**config.mk**
```make
export PLATFORM = sky130hd
export DESIGN_NAME = tmrc_top
export DESIGN_NICKNAME = d
export VERILOG_FILES = /design/src/rtl/tmrc_output.v /design/src/rtl/tmrc_top.v
export VERILOG_INCLUDE_DIRS = /design/src /design/src/rtl
export SDC_FILE = /design/constraint.sdc
export NUM_CORES = 1
export LEC_CHECK = 0
export ABC_AREA = 1
export BUFFER_PORTS_ARGS = -buffer_cell sky130_fd_sc_hd__buf_4
export CAP_MARGIN = 10
export CORE_ASPECT_RATIO = 1.4
export CORE_MARGIN = 5
export CORE_UTILIZATION = 60
export DETAILED_ROUTE_END_ITERATION = 16
export PLACE_DENSITY_LB_ADDON = 0.3
export SLEW_MARGIN = 40
export SYNTH_ARGS = -nofsm -noshare
export SYNTH_HDL_FRONTEND = slang
export SYNTH_SLANG_ARGS = --single-unit
```
**constraint.sdc**
```tcl
create_clock -name ref_clk -period 3.7 [get_ports ref_clk]
set_input_delay 0.74 -clock ref_clk [delete_from_list [all_inputs] [get_ports ref_clk]]
set_output_delay 0.74 -clock ref_clk [all_outputs]
set_load 0.01 [all_outputs]
```
**src/rtl/tmrc_defines.vh**
```
// Constants for the timer output and reset control block.
// Assumes a 100 MHz ref_clk and a one-cycle pulse each second from outside.
// Operation
// RULE1 - Panel resets only in display mode, enabled
// RULE2 - Buttons held over three seconds reset timer
// RULE3 - Remote terminals held over one second reset
// RULE4 - Keep run-time total, viewable with two buttons
// RULE5 - Buttons held over ten seconds clear total
// RULE6 - Turn-on selection names one of five states
// RULE7 - Inverted turn-on means any other state
// RULE8 - Turn-off selection names one of five states
// RULE9 - Inverted turn-off means any other state
// RULE10 - On running, off not-running leaves running off
// RULE11 - Enable bit keeps selections and delay
// RULE12 - Turn-on delay in seconds, zero immediate
// RULE13 - On closes switch, off opens it
// RULE14 - Output one on lights first indicator
// RULE15 - Second output independent, same functions
// RULE16 - Output two on lights second indicator
// RULE17 - Hold counter restarts on release, fires once
// RULE18 - Off condition cancels pending turn-on
// RULE19 - Disabled output open and dark
`ifndef TMRC_DEFINES_VH
`define TMRC_DEFINES_VH
// Timer state codes
`define TMRC_ST_RESET 3'h0
`define TMRC_ST_RUN 3'h1
`define TMRC_ST_PAUSE 3'h2
`define TMRC_ST_RSTW 3'h3
`define TMRC_ST_DONE 3'h4
// Selection field: bit 3 inverts, bits 2:0 name a state
`define TMRC_SEL_INV 3
// Hold thresholds and turn-on delay limit in seconds
`define TMRC_PANEL_CLR_S 16'd3
`define TMRC_TOTAL_CLR_S 16'd10
`define TMRC_REMOTE_CLR_S 16'd1
`define TMRC_DELAY_MAX_S 16'd32400
// Register byte addresses
`define TMRC_A_CTRL 8'h00
`define TMRC_A_OUT1 8'h04
`define TMRC_A_OUT2 8'h08
`define TMRC_A_STAT 8'h0c
`define TMRC_A_TOTAL 8'h10
// Control bits
`define TMRC_C_PANEL_EN 0
`define TMRC_C_TOTAL_EN 1
`define TMRC_C_DISPLAY 2
// Output register fields
`define TMRC_O_EN 0
`define TMRC_O_ON_LSB 4
`define TMRC_O_OFF_LSB 8
`define TMRC_O_DLY_LSB 16
`endif

```
**src/rtl/tmrc_output.v**
```verilog
// One solid-state control output with state matching and turn-on delay.
// Assumes sec_tick is a one-cycle pulse each second on ref_clk.
`timescale 1ns/1ps
`include "tmrc_defines.vh"
module tmrc_output (
  // Clock and reset
  input wire ref_clk,
  input wire arst_n,
  // Settings
  input wire enable,
  input wire [3:0] on_sel,
  input wire [3:0] off_sel,
  input wire [15:0] delay_s,
  // Timer
  input wire [2:0] timer_state,
  input wire sec_tick,
  // Switch drive
  output reg switch_closed
);
  reg [2:0] prev_state; // Last state, for entry detection
  reg pending; // Turn-on delay counting
  reg [15:0] dly_cnt; // Seconds waited
  wire entered;
  wire on_hit;
  wire off_hit;

  // Match a selection against a state, honouring the invert bit
  function sel_match;
    input [3:0] sel;
    input [2:0] st;
    begin
      sel_match = (sel[2:0] == st) ^ sel[`TMRC_SEL_INV]; // RULE6 RULE7 RULE8 RULE9
    end
  endfunction

  // Only an entry into a state acts, not dwelling in it
  assign entered = (timer_state != prev_state);
  assign on_hit = entered && sel_match(on_sel, timer_state);
  assign off_hit = entered && sel_match(off_sel, timer_state);

  // Off wins over on when both hit at one entry, so a running-only output drops at once
  always @(posedge ref_clk or negedge arst_n) begin
    if (!arst_n) begin
      prev_state <= `TMRC_ST_RESET;
      pending <= 1'b0;
      dly_cnt <= 16'h0000;
      switch_closed <= 1'b0;
    end else begin
      prev_state <= timer_state;
      if (!enable) begin
        pending <= 1'b0; // RULE11 RULE19
        switch_closed <= 1'b0; // RULE19
      end else if (off_hit) begin
        pending <= 1'b0; // RULE18 RULE10
        switch_closed <= 1'b0; // RULE13
      end else if (on_hit) begin
        if (delay_s == 16'h0000) begin
          switch_closed <= 1'b1; // RULE12 RULE13
        end else begin
          pending <= 1'b1; // RULE12
          dly_cnt <= 16'h0000;
        end
      end else if (pending && sec_tick) begin
        if (dly_cnt + 16'h0001 >= delay_s) begin
          pending <= 1'b0;
          switch_closed <= 1'b1; // RULE12
        end else begin
          dly_cnt <= dly_cnt + 16'h0001;
        end
      end
    end
  end
endmodule

```
**src/rtl/tmrc_top.v**
```verilog
// Reset handling, run-time total and two control outputs behind AXI4-Lite.
// Assumes synchronous inputs and a one-second tick pulse from the time base.
`timescale 1ns/1ps
`include "tmrc_defines.vh"
module tmrc_top #(
  parameter TOTAL_W = 32
) (
  // Clock and reset
  input wire ref_clk,
  input wire arst_n,
  // Time base and timer
  input wire sec_tick,
  input wire [2:0] timer_state,
  // Operator buttons
  input wire btn_timer_a,
  input wire btn_timer_b,
  input wire btn_total_a,
  input wire btn_total_b,
  // Remote reset terminals, high while connected
  input wire remote_clear_terminal_a,
  input wire remote_clear_terminal_b,
  // Reset requests and total view
  output reg timer_clear,
  output reg total_view,
  // Switches and indicators
  output reg switch_one,
  output reg switch_two,
  output reg indicator_one,
  output reg indicator_two,
  // AXI4-Lite slave
  input wire [7:0] s_axi_awaddr,
  input wire s_axi_awvalid,
  output reg s_axi_awready,
  input wire [31:0] s_axi_wdata,
  input wire [3:0] s_axi_wstrb,
  input wire s_axi_wvalid,
  output reg s_axi_wready,
  output reg [1:0] s_axi_bresp,
  output reg s_axi_bvalid,
  input wire s_axi_bready,
  input wire [7:0] s_axi_araddr,
  input wire s_axi_arvalid,
  output reg s_axi_arready,
  output reg [31:0] s_axi_rdata,
  output reg [1:0] s_axi_rresp,
  output reg s_axi_rvalid,
  input wire s_axi_rready
);
  reg [31:0] ctrl_reg; // Panel enables and display mode
  reg [31:0] out1_reg; // Output one settings
  reg [31:0] out2_reg; // Output two settings
  reg [TOTAL_W-1:0] total; // Accumulated run time in seconds
  reg [15:0] panel_cnt; // Timer-clear hold seconds
  reg [15:0] total_cnt; // Total-clear hold seconds
  reg [15:0] remote_cnt; // Remote hold seconds
  reg panel_done;
  reg total_done;
  reg remote_done;
  reg [7:0] aw_addr; // Latched write address
  reg aw_have;
  reg [31:0] w_data;
  reg [3:0] w_strb;
  reg w_have;
  wire sw1;
  wire sw2;
  wire display_mode;
  wire panel_hold;
  wire total_hold;
  wire remote_hold;
  wire do_write;

  assign display_mode = ctrl_reg[`TMRC_C_DISPLAY];
  // Panel resets need display mode and their own enable
  assign panel_hold = btn_timer_a && btn_timer_b && display_mode && ctrl_reg[`TMRC_C_PANEL_EN]; // RULE1
  assign total_hold = btn_total_a && btn_total_b && display_mode && ctrl_reg[`TMRC_C_TOTAL_EN]; // RULE1
  // Remote terminals ignore the panel enable
  assign remote_hold = remote_clear_terminal_a && remote_clear_terminal_b; // RULE3

  // Merge write data into a register under byte strobes
  function [31:0] merge;
    input [31:0] old;
    input [31:0] nw;
    input [3:0] strb;
    integer i;
    begin
      merge = old;
      for (i = 0; i < 4; i = i + 1) begin
        if (strb[i]) merge[i*8 +: 8] = nw[i*8 +: 8];
      end
    end
  endfunction

  // Outputs share one module; settings are separate registers
  tmrc_output u_out1 (
    .ref_clk(ref_clk), .arst_n(arst_n), .enable(out1_reg[`TMRC_O_EN]),
    .on_sel(out1_reg[`TMRC_O_ON_LSB +: 4]), .off_sel(out1_reg[`TMRC_O_OFF_LSB +: 4]),
    .delay_s(out1_reg[`TMRC_O_DLY_LSB +: 16]), .timer_state(timer_state),
    .sec_tick(sec_tick), .switch_closed(sw1)
  );
  tmrc_output u_out2 (
    .ref_clk(ref_clk), .arst_n(arst_n), .enable(out2_reg[`TMRC_O_EN]),
    .on_sel(out2_reg[`TMRC_O_ON_LSB +: 4]), .off_sel(out2_reg[`TMRC_O_OFF_LSB +: 4]),
    .delay_s(out2_reg[`TMRC_O_DLY_LSB +: 16]), .timer_state(timer_state),
    .sec_tick(sec_tick), .switch_closed(sw2)
  ); // RULE15

  // Registered pin drive; indicator follows its switch
  always @(posedge ref_clk or negedge arst_n) begin
    if (!arst_n) begin
      switch_one <= 1'b0;
      switch_two <= 1'b0;
      indicator_one <= 1'b0;
      indicator_two <= 1'b0;
      total_view <= 1'b0;
    end else begin
      switch_one <= sw1; // RULE13
      switch_two <= sw2; // RULE13
      indicator_one <= sw1; // RULE14
      indicator_two <= sw2; // RULE16
      total_view <= btn_total_a && btn_total_b && display_mode; // RULE4
    end
  end

  // Hold counters restart on release and fire once per hold
  always @(posedge ref_clk or negedge arst_n) begin
    if (!arst_n) begin
      panel_cnt <= 16'h0000;
      total_cnt <= 16'h0000;
      remote_cnt <= 16'h0000;
      panel_done <= 1'b0;
      total_done <= 1'b0;
      remote_done <= 1'b0;
      timer_clear <= 1'b0;
    end else begin
      timer_clear <= 1'b0;
      if (!panel_hold) begin
        panel_cnt <= 16'h0000; // RULE17
        panel_done <= 1'b0;
      end else if (sec_tick && !panel_done) begin
        if (panel_cnt >= `TMRC_PANEL_CLR_S) begin
          panel_done <= 1'b1; // RULE17
          timer_clear <= 1'b1; // RULE2
        end else begin
          panel_cnt <= panel_cnt + 16'h0001;
        end
      end
      if (!remote_hold) begin
        remote_cnt <= 16'h0000; // RULE17
        remote_done <= 1'b0;
      end else if (sec_tick && !remote_done) begin
        if (remote_cnt >= `TMRC_REMOTE_CLR_S) begin
          remote_done <= 1'b1;
          timer_clear <= 1'b1; // RULE3
        end else begin
          remote_cnt <= remote_cnt + 16'h0001;
        end
      end
      if (!total_hold) begin
        total_cnt <= 16'h0000; // RULE17
        total_done <= 1'b0;
      end else if (sec_tick && !total_done) begin
        if (total_cnt >= `TMRC_TOTAL_CLR_S) begin
          total_done <= 1'b1; // RULE5
        end else begin
          total_cnt <= total_cnt + 16'h0001;
        end
      end
    end
  end

  // Run-time total; a clear beats a tick in the same cycle
  always @(posedge ref_clk or negedge arst_n) begin
    if (!arst_n) begin
      total <= {TOTAL_W{1'b0}};
    end else if (total_hold && sec_tick && !total_done && total_cnt >= `TMRC_TOTAL_CLR_S) begin
      total <= {TOTAL_W{1'b0}}; // RULE5
    end else if (sec_tick && timer_state == `TMRC_ST_RUN) begin
      total <= total + {{(TOTAL_W-1){1'b0}}, 1'b1}; // RULE4
    end
  end

  assign do_write = aw_have && w_have && !s_axi_bvalid;

  // Write channels taken in either order, answer once both are held
  always @(posedge ref_clk or negedge arst_n) begin
    if (!arst_n) begin
      aw_have <= 1'b0;
      w_have <= 1'b0;
      aw_addr <= 8'h00;
      w_data <= 32'h00000000;
      w_strb <= 4'h0;
      s_axi_awready <= 1'b0;
      s_axi_wready <= 1'b0;
      s_axi_bvalid <= 1'b0;
      s_axi_bresp <= 2'h0;
      ctrl_reg <= 32'h00000000;
      out1_reg <= 32'h00000000;
      out2_reg <= 32'h00000000;
    end else begin
      s_axi_awready <= !aw_have && !s_axi_awready;
      s_axi_wready <= !w_have && !s_axi_wready;
      if (s_axi_awvalid && s_axi_awready) begin
        aw_have <= 1'b1;
        aw_addr <= s_axi_awaddr;
      end
      if (s_axi_wvalid && s_axi_wready) begin
        w_have <= 1'b1;
        w_data <= s_axi_wdata;
        w_strb <= s_axi_wstrb;
      end
      if (do_write) begin
        aw_have <= 1'b0;
        w_have <= 1'b0;
        s_axi_bvalid <= 1'b1;
        s_axi_bresp <= 2'h0;
        case (aw_addr)
          `TMRC_A_CTRL: ctrl_reg <= merge(ctrl_reg, w_data, w_strb) & 32'h00000007;
          // Both invert bits (7 and 11) are kept so inverted selections reach the outputs
          `TMRC_A_OUT1: out1_reg <= merge(out1_reg, w_data, w_strb) & 32'hffff0ff1; // RULE11 RULE7
          `TMRC_A_OUT2: out2_reg <= merge(out2_reg, w_data, w_strb) & 32'hffff0ff1; // RULE15
          `TMRC_A_STAT, `TMRC_A_TOTAL: s_axi_bresp <= 2'h0;
          default: s_axi_bresp <= 2'h2;
        endcase
      end else if (s_axi_bvalid && s_axi_bready) begin
        s_axi_bvalid <= 1'b0;
      end
    end
  end

  // Read channel; status shows timer state, the panel and remote hold-done flags and the switch states ahead of the pins
  always @(posedge ref_clk or negedge arst_n) begin
    if (!arst_n) begin
      s_axi_arready <= 1'b0;
      s_axi_rvalid <= 1'b0;
      s_axi_rdata <= 32'h00000000;
      s_axi_rresp <= 2'h0;
    end else begin
      s_axi_arready <= !s_axi_rvalid && !s_axi_arready;
      if (s_axi_arvalid && s_axi_arready) begin
        s_axi_rvalid <= 1'b1;
        s_axi_rresp <= 2'h0;
        case (s_axi_araddr)
          `TMRC_A_CTRL: s_axi_rdata <= ctrl_reg;
          `TMRC_A_OUT1: s_axi_rdata <= out1_reg;
          `TMRC_A_OUT2: s_axi_rdata <= out2_reg;
          `TMRC_A_STAT: s_axi_rdata <= {25'h0, timer_state, panel_done, remote_done, sw2, sw1};
          `TMRC_A_TOTAL: s_axi_rdata <= total;
          default: begin
            s_axi_rdata <= 32'h00000000;
            s_axi_rresp <= 2'h2;
          end
        endcase
      end else if (s_axi_rvalid && s_axi_rready) begin
        s_axi_rvalid <= 1'b0;
      end
    end
  end
endmodule

```
==> impl_summary.log <==
[metrics] number of setup buffers added after CTS: 0
[metrics] most frequent cell on the critical path: nand2_1
[metrics] layout overhead on the synthesized area: 14.4%
[metrics] RSZ-0062 raised after global routing: false
[metrics] Vias: 11,401
[metrics] highest ir drop seen on vdd: 582 uV
[metrics] slew at the pin closest to its max-slew limit: 0.726 ns
[metrics] clock slew at reported path FFs: 0.07 ns
[metrics] Total Negative Setup Slacks: 0 ns
[metrics] Critical Path Slowest Stage Cell: dfrtp_1
[metrics] Core Area: 21,900 sq um
[metrics] final critical path time including I/O delays and setup: 3.02 ns
[metrics] cell count after synthesis: 1,695
[metrics] Setup crit end kind: flip-flop
[metrics] max-slew violation count: 0
[metrics] clk sink count: 259
[metrics] detail-routed net length per standard cell: 15.8 um
[metrics] FFs w/ async S/R, synth: 100%
[metrics] required time of the critical path: 4.17 ns
[metrics] most common cell in the synthesized netlist: nand2_1
[metrics] setup skew after layout: 0.0387 ns
[metrics] share of synthesized area occupied by flip-flops and latches: 48.6%
[metrics] switch share: 32.8%
[metrics] run status: finished, final reports clean
[metrics] number of DRC markers after the initial detailed-route iteration: 1,000
[metrics] Arrival @ worst endpoint: 3.49 ns
[metrics] cts-stage hold buffer count: 0
[metrics] dominant cell type by area after synthesis: dfrtp_1
[metrics] largest registers ranked by flip-flop count: s_axi_rdata (32), total (32), w_data (27)
[metrics] power density over cell area: 530 nW/um^2
[metrics] post-layout net count: 1,903
[metrics] Synth area leaders: dfrtp_1, nand2_1, inv_1
[metrics] clock tree buffer depth: 3
[metrics] wire length of the first global-routing pass: 55,500 um
[metrics] part of the cycle the worst path needs: 81.5%
[metrics] switching power of the nets: 2650 uW
[metrics] Crit Path Class: flip-flop to flip-flop
[metrics] Worst R2R Start: u_out2.dly_cnt[0]
[metrics] Max Clock Freq: 331 MHz
[metrics] # DRC: 0
[metrics] number of vias per cell after detailed routing: 5.41
[metrics] number of synthesized register bits: 259
[metrics] Hold Vio Cnt, Final: 0
[metrics] power share of the clock group: 33.3%
[metrics] number of enable flip-flop cells after synthesis: 0
[metrics] number of CTS-inserted buffers: 25
[metrics] number of maximum-capacitance constraint violations: 0
[metrics] count of boundary I/O pins: 116
[metrics] CP max FO: 17
[metrics] weighted congestion reported at the end of routability-driven placement: 0.957
[metrics] die area: 25,300 sq um
[metrics] cells traversed along the worst timing path: ha_1 > nand2_1 > nor2_1 > nand3_1 > nor2_1 > nand2_1 > xor2_1 > inv_1 > ha_1 > nand2_1 > o21bai_1 > a21oi_1 > nor2_1 > nand2_1 > nor2_1 > nand2_4 > nand2_4 > nand2_1 > nand2_1
[metrics] Worst R2R End: u_out2.dly_cnt[10]
[metrics] category of the worst setup path launch point: flip-flop
[metrics] Starting Density: 61.0%
[metrics] CTS tree: done
[metrics] number of standard-cell rows in the floorplan: 64
[metrics] relative max-transition margin: 51.3%
[metrics] Post-Syn Area per Cell: 7.87 sq um
[metrics] minimum setup slack among reg-to-reg paths: 0.68 ns
[metrics] total global-route track usage: 26.7%
[metrics] Clock Tree Root: clkbuf_16
[metrics] static leakage: 0.00793 uW
[metrics] share of the synthesized area in the top cell type: 48.6%
[metrics] sequential cell fraction of total power: 44.4%
[metrics] ANT nets after route: 0
[metrics] cell area after synthesis: 13,300 sq um
[metrics] quantity of gates resized following cts: 0
[metrics] router iterations before antenna repair: 6
[metrics] dpl hpwl: 24,600 um
[metrics] H-tree depth: 1
[metrics] most used flip-flop cell after synthesis: dfrtp_1
[metrics] worst min-delay path class: input port to async pin
[metrics] layout cell share with drive strength beyond 1: 10.4%
[metrics] Die Span Y: 186 um
[metrics] via count of the first global-routing pass: 11,347
[metrics] yosys warns: 0
[metrics] number of distinct standard cells referenced by the synthesized netlist: 41
[metrics] Synth top cells by count: nand2_1, inv_1, dfrtp_1
[metrics] final core area utilization: 69.8%
[metrics] final count of negative-setup-slack endpoints: 0
[metrics] cell depth of the worst flop-to-flop path: 19
[metrics] source-to-sink clock delay at the later pin of the worst-skew pair: 0.56 ns
[metrics] part of the total power dissipated in combinational logic: 22.3%
[metrics] largest net degree at the start of global routing: 62
[metrics] internal power: 5430 uW
[metrics] number of fillers in the final layout: 1,783
[metrics] number of input and output port buffers inserted: 108
[metrics] routed wire length: 33,300 um
[metrics] number of antenna violations at the first check in global routing: 0
[metrics] diode insertion count for antenna repair: 0
[metrics] Congestion Overflow GR: 0
[metrics] slowest cell delay on critical path: 0.42 ns
[metrics] x dimension of the die: 136 um
==> worst max path at each step <==
stage                      start                 end  slack [ns]  cells past startpoint
2_1_floorplan  u_out2.dly_cnt[0]   u_out2.dly_cnt[7]        1.14                     19
3_5_place_dp   u_out2.dly_cnt[0]   u_out2.dly_cnt[6]        0.71                     19
6_report       u_out2.dly_cnt[0]  u_out2.dly_cnt[10]        0.68                     19
3_3_place_gp   u_out2.dly_cnt[0]  u_out2.dly_cnt[10]        0.80                     19
5_1_grt        u_out2.dly_cnt[0]  u_out2.dly_cnt[12]        0.32                     19
4_1_cts        u_out2.dly_cnt[0]   u_out2.dly_cnt[5]        0.69                     19
==> critical path: cells and delay by family (launching register included) <==
kind | cells | cell delay [ns]
buffers and inverters | 1 | 0.09
XOR/XNOR | 1 | 0.13
AO/OA/AOI/OAI | 2 | 0.19
adder cells (fa/ha/maj) | 2 | 0.49
flip-flops | 1 | 0.42
AND/OR/NAND/NOR | 13 | 1.65
==> placed cells by master (no fill, tap or decap), drive strengths merged, types with 27 or more instances in the layout <==
cell and count:
nand3 91, buf 117, a21oi 52, nor2 150, dfrtp 259, nand4 43, inv 273, nor3 27
xor2 27, clkbuf 29, nand2 462, ha 41, o21ai 155
==> per-layer routing <==
metal | global-route usage (%) | share of wire [%] | vias to the layer above
met2 | 47.6 | 51 | 377
met1 | 33.5 | 40 | 5379
met3 | 3.21 | 5.8 | 80
li1 | - | - | 5565
met4 | 8.84 | 3.5 | 0
met5 | 0 | 0 | -
==> through the flow <==
step | total power [uW] | hold WS (ns) | std cells | worst slack (ns) | area, sq um
finish | 8080 | 0.104 | 2107 | 0.683 | 15200
global route | 8550 | 0.128 | 2107 | 0.323 | 15200
CTS | 8100 | 0.114 | 2107 | 0.694 | 15200
detailed placement | 5400 | 0.436 | 2063 | 0.706 | 14400
global placement | 5320 | 0.430 | 2062 | 0.799 | 14400
floorplan | 4740 | 0.374 | 1696 | 1.14 | 13300
==> power groups by stage <==
stage                     clock network (uW)  registers [uW]  logic [uW]
after floorplan                            0            3560        1190
after global placement                     0            3610        1710
after detailed placement                   0            3620        1770
after CTS                               2730            3580        1800
after global routing                    2850            3640        2070
final                                   2690            3580        1800
==> logic make-up after synthesis <==
| group | Yosys count | share of synthesized area [%] |
|---|---|---|
| AND/OR/NAND/NOR | 786 | 25.1 |
| buffers and inverters | 320 | 9.76 |
| flip-flops | 259 | 48.6 |
| AO/OA/AOI/OAI | 248 | 9.95 |
| adder cells (fa/ha/maj) | 41 | 3.85 |
| XOR/XNOR | 40 | 2.74 |
| other | 1 | 0.0281 |
==> area by class of cell <==
class / instances / area [sq um] / area share, %
multi-input combinational: 1117 / 5560 / 36.5
tap: 297 / 372 / 2.44
clock inverter: 15 / 189 / 1.24
sequential: 259 / 6480 / 42.5
inverter: 273 / 1020 / 6.72
clock buffer: 29 / 681 / 4.46
timing repair buffer: 117 / 943 / 6.19
Note: power is estimated with default switching activity, not from simulation.
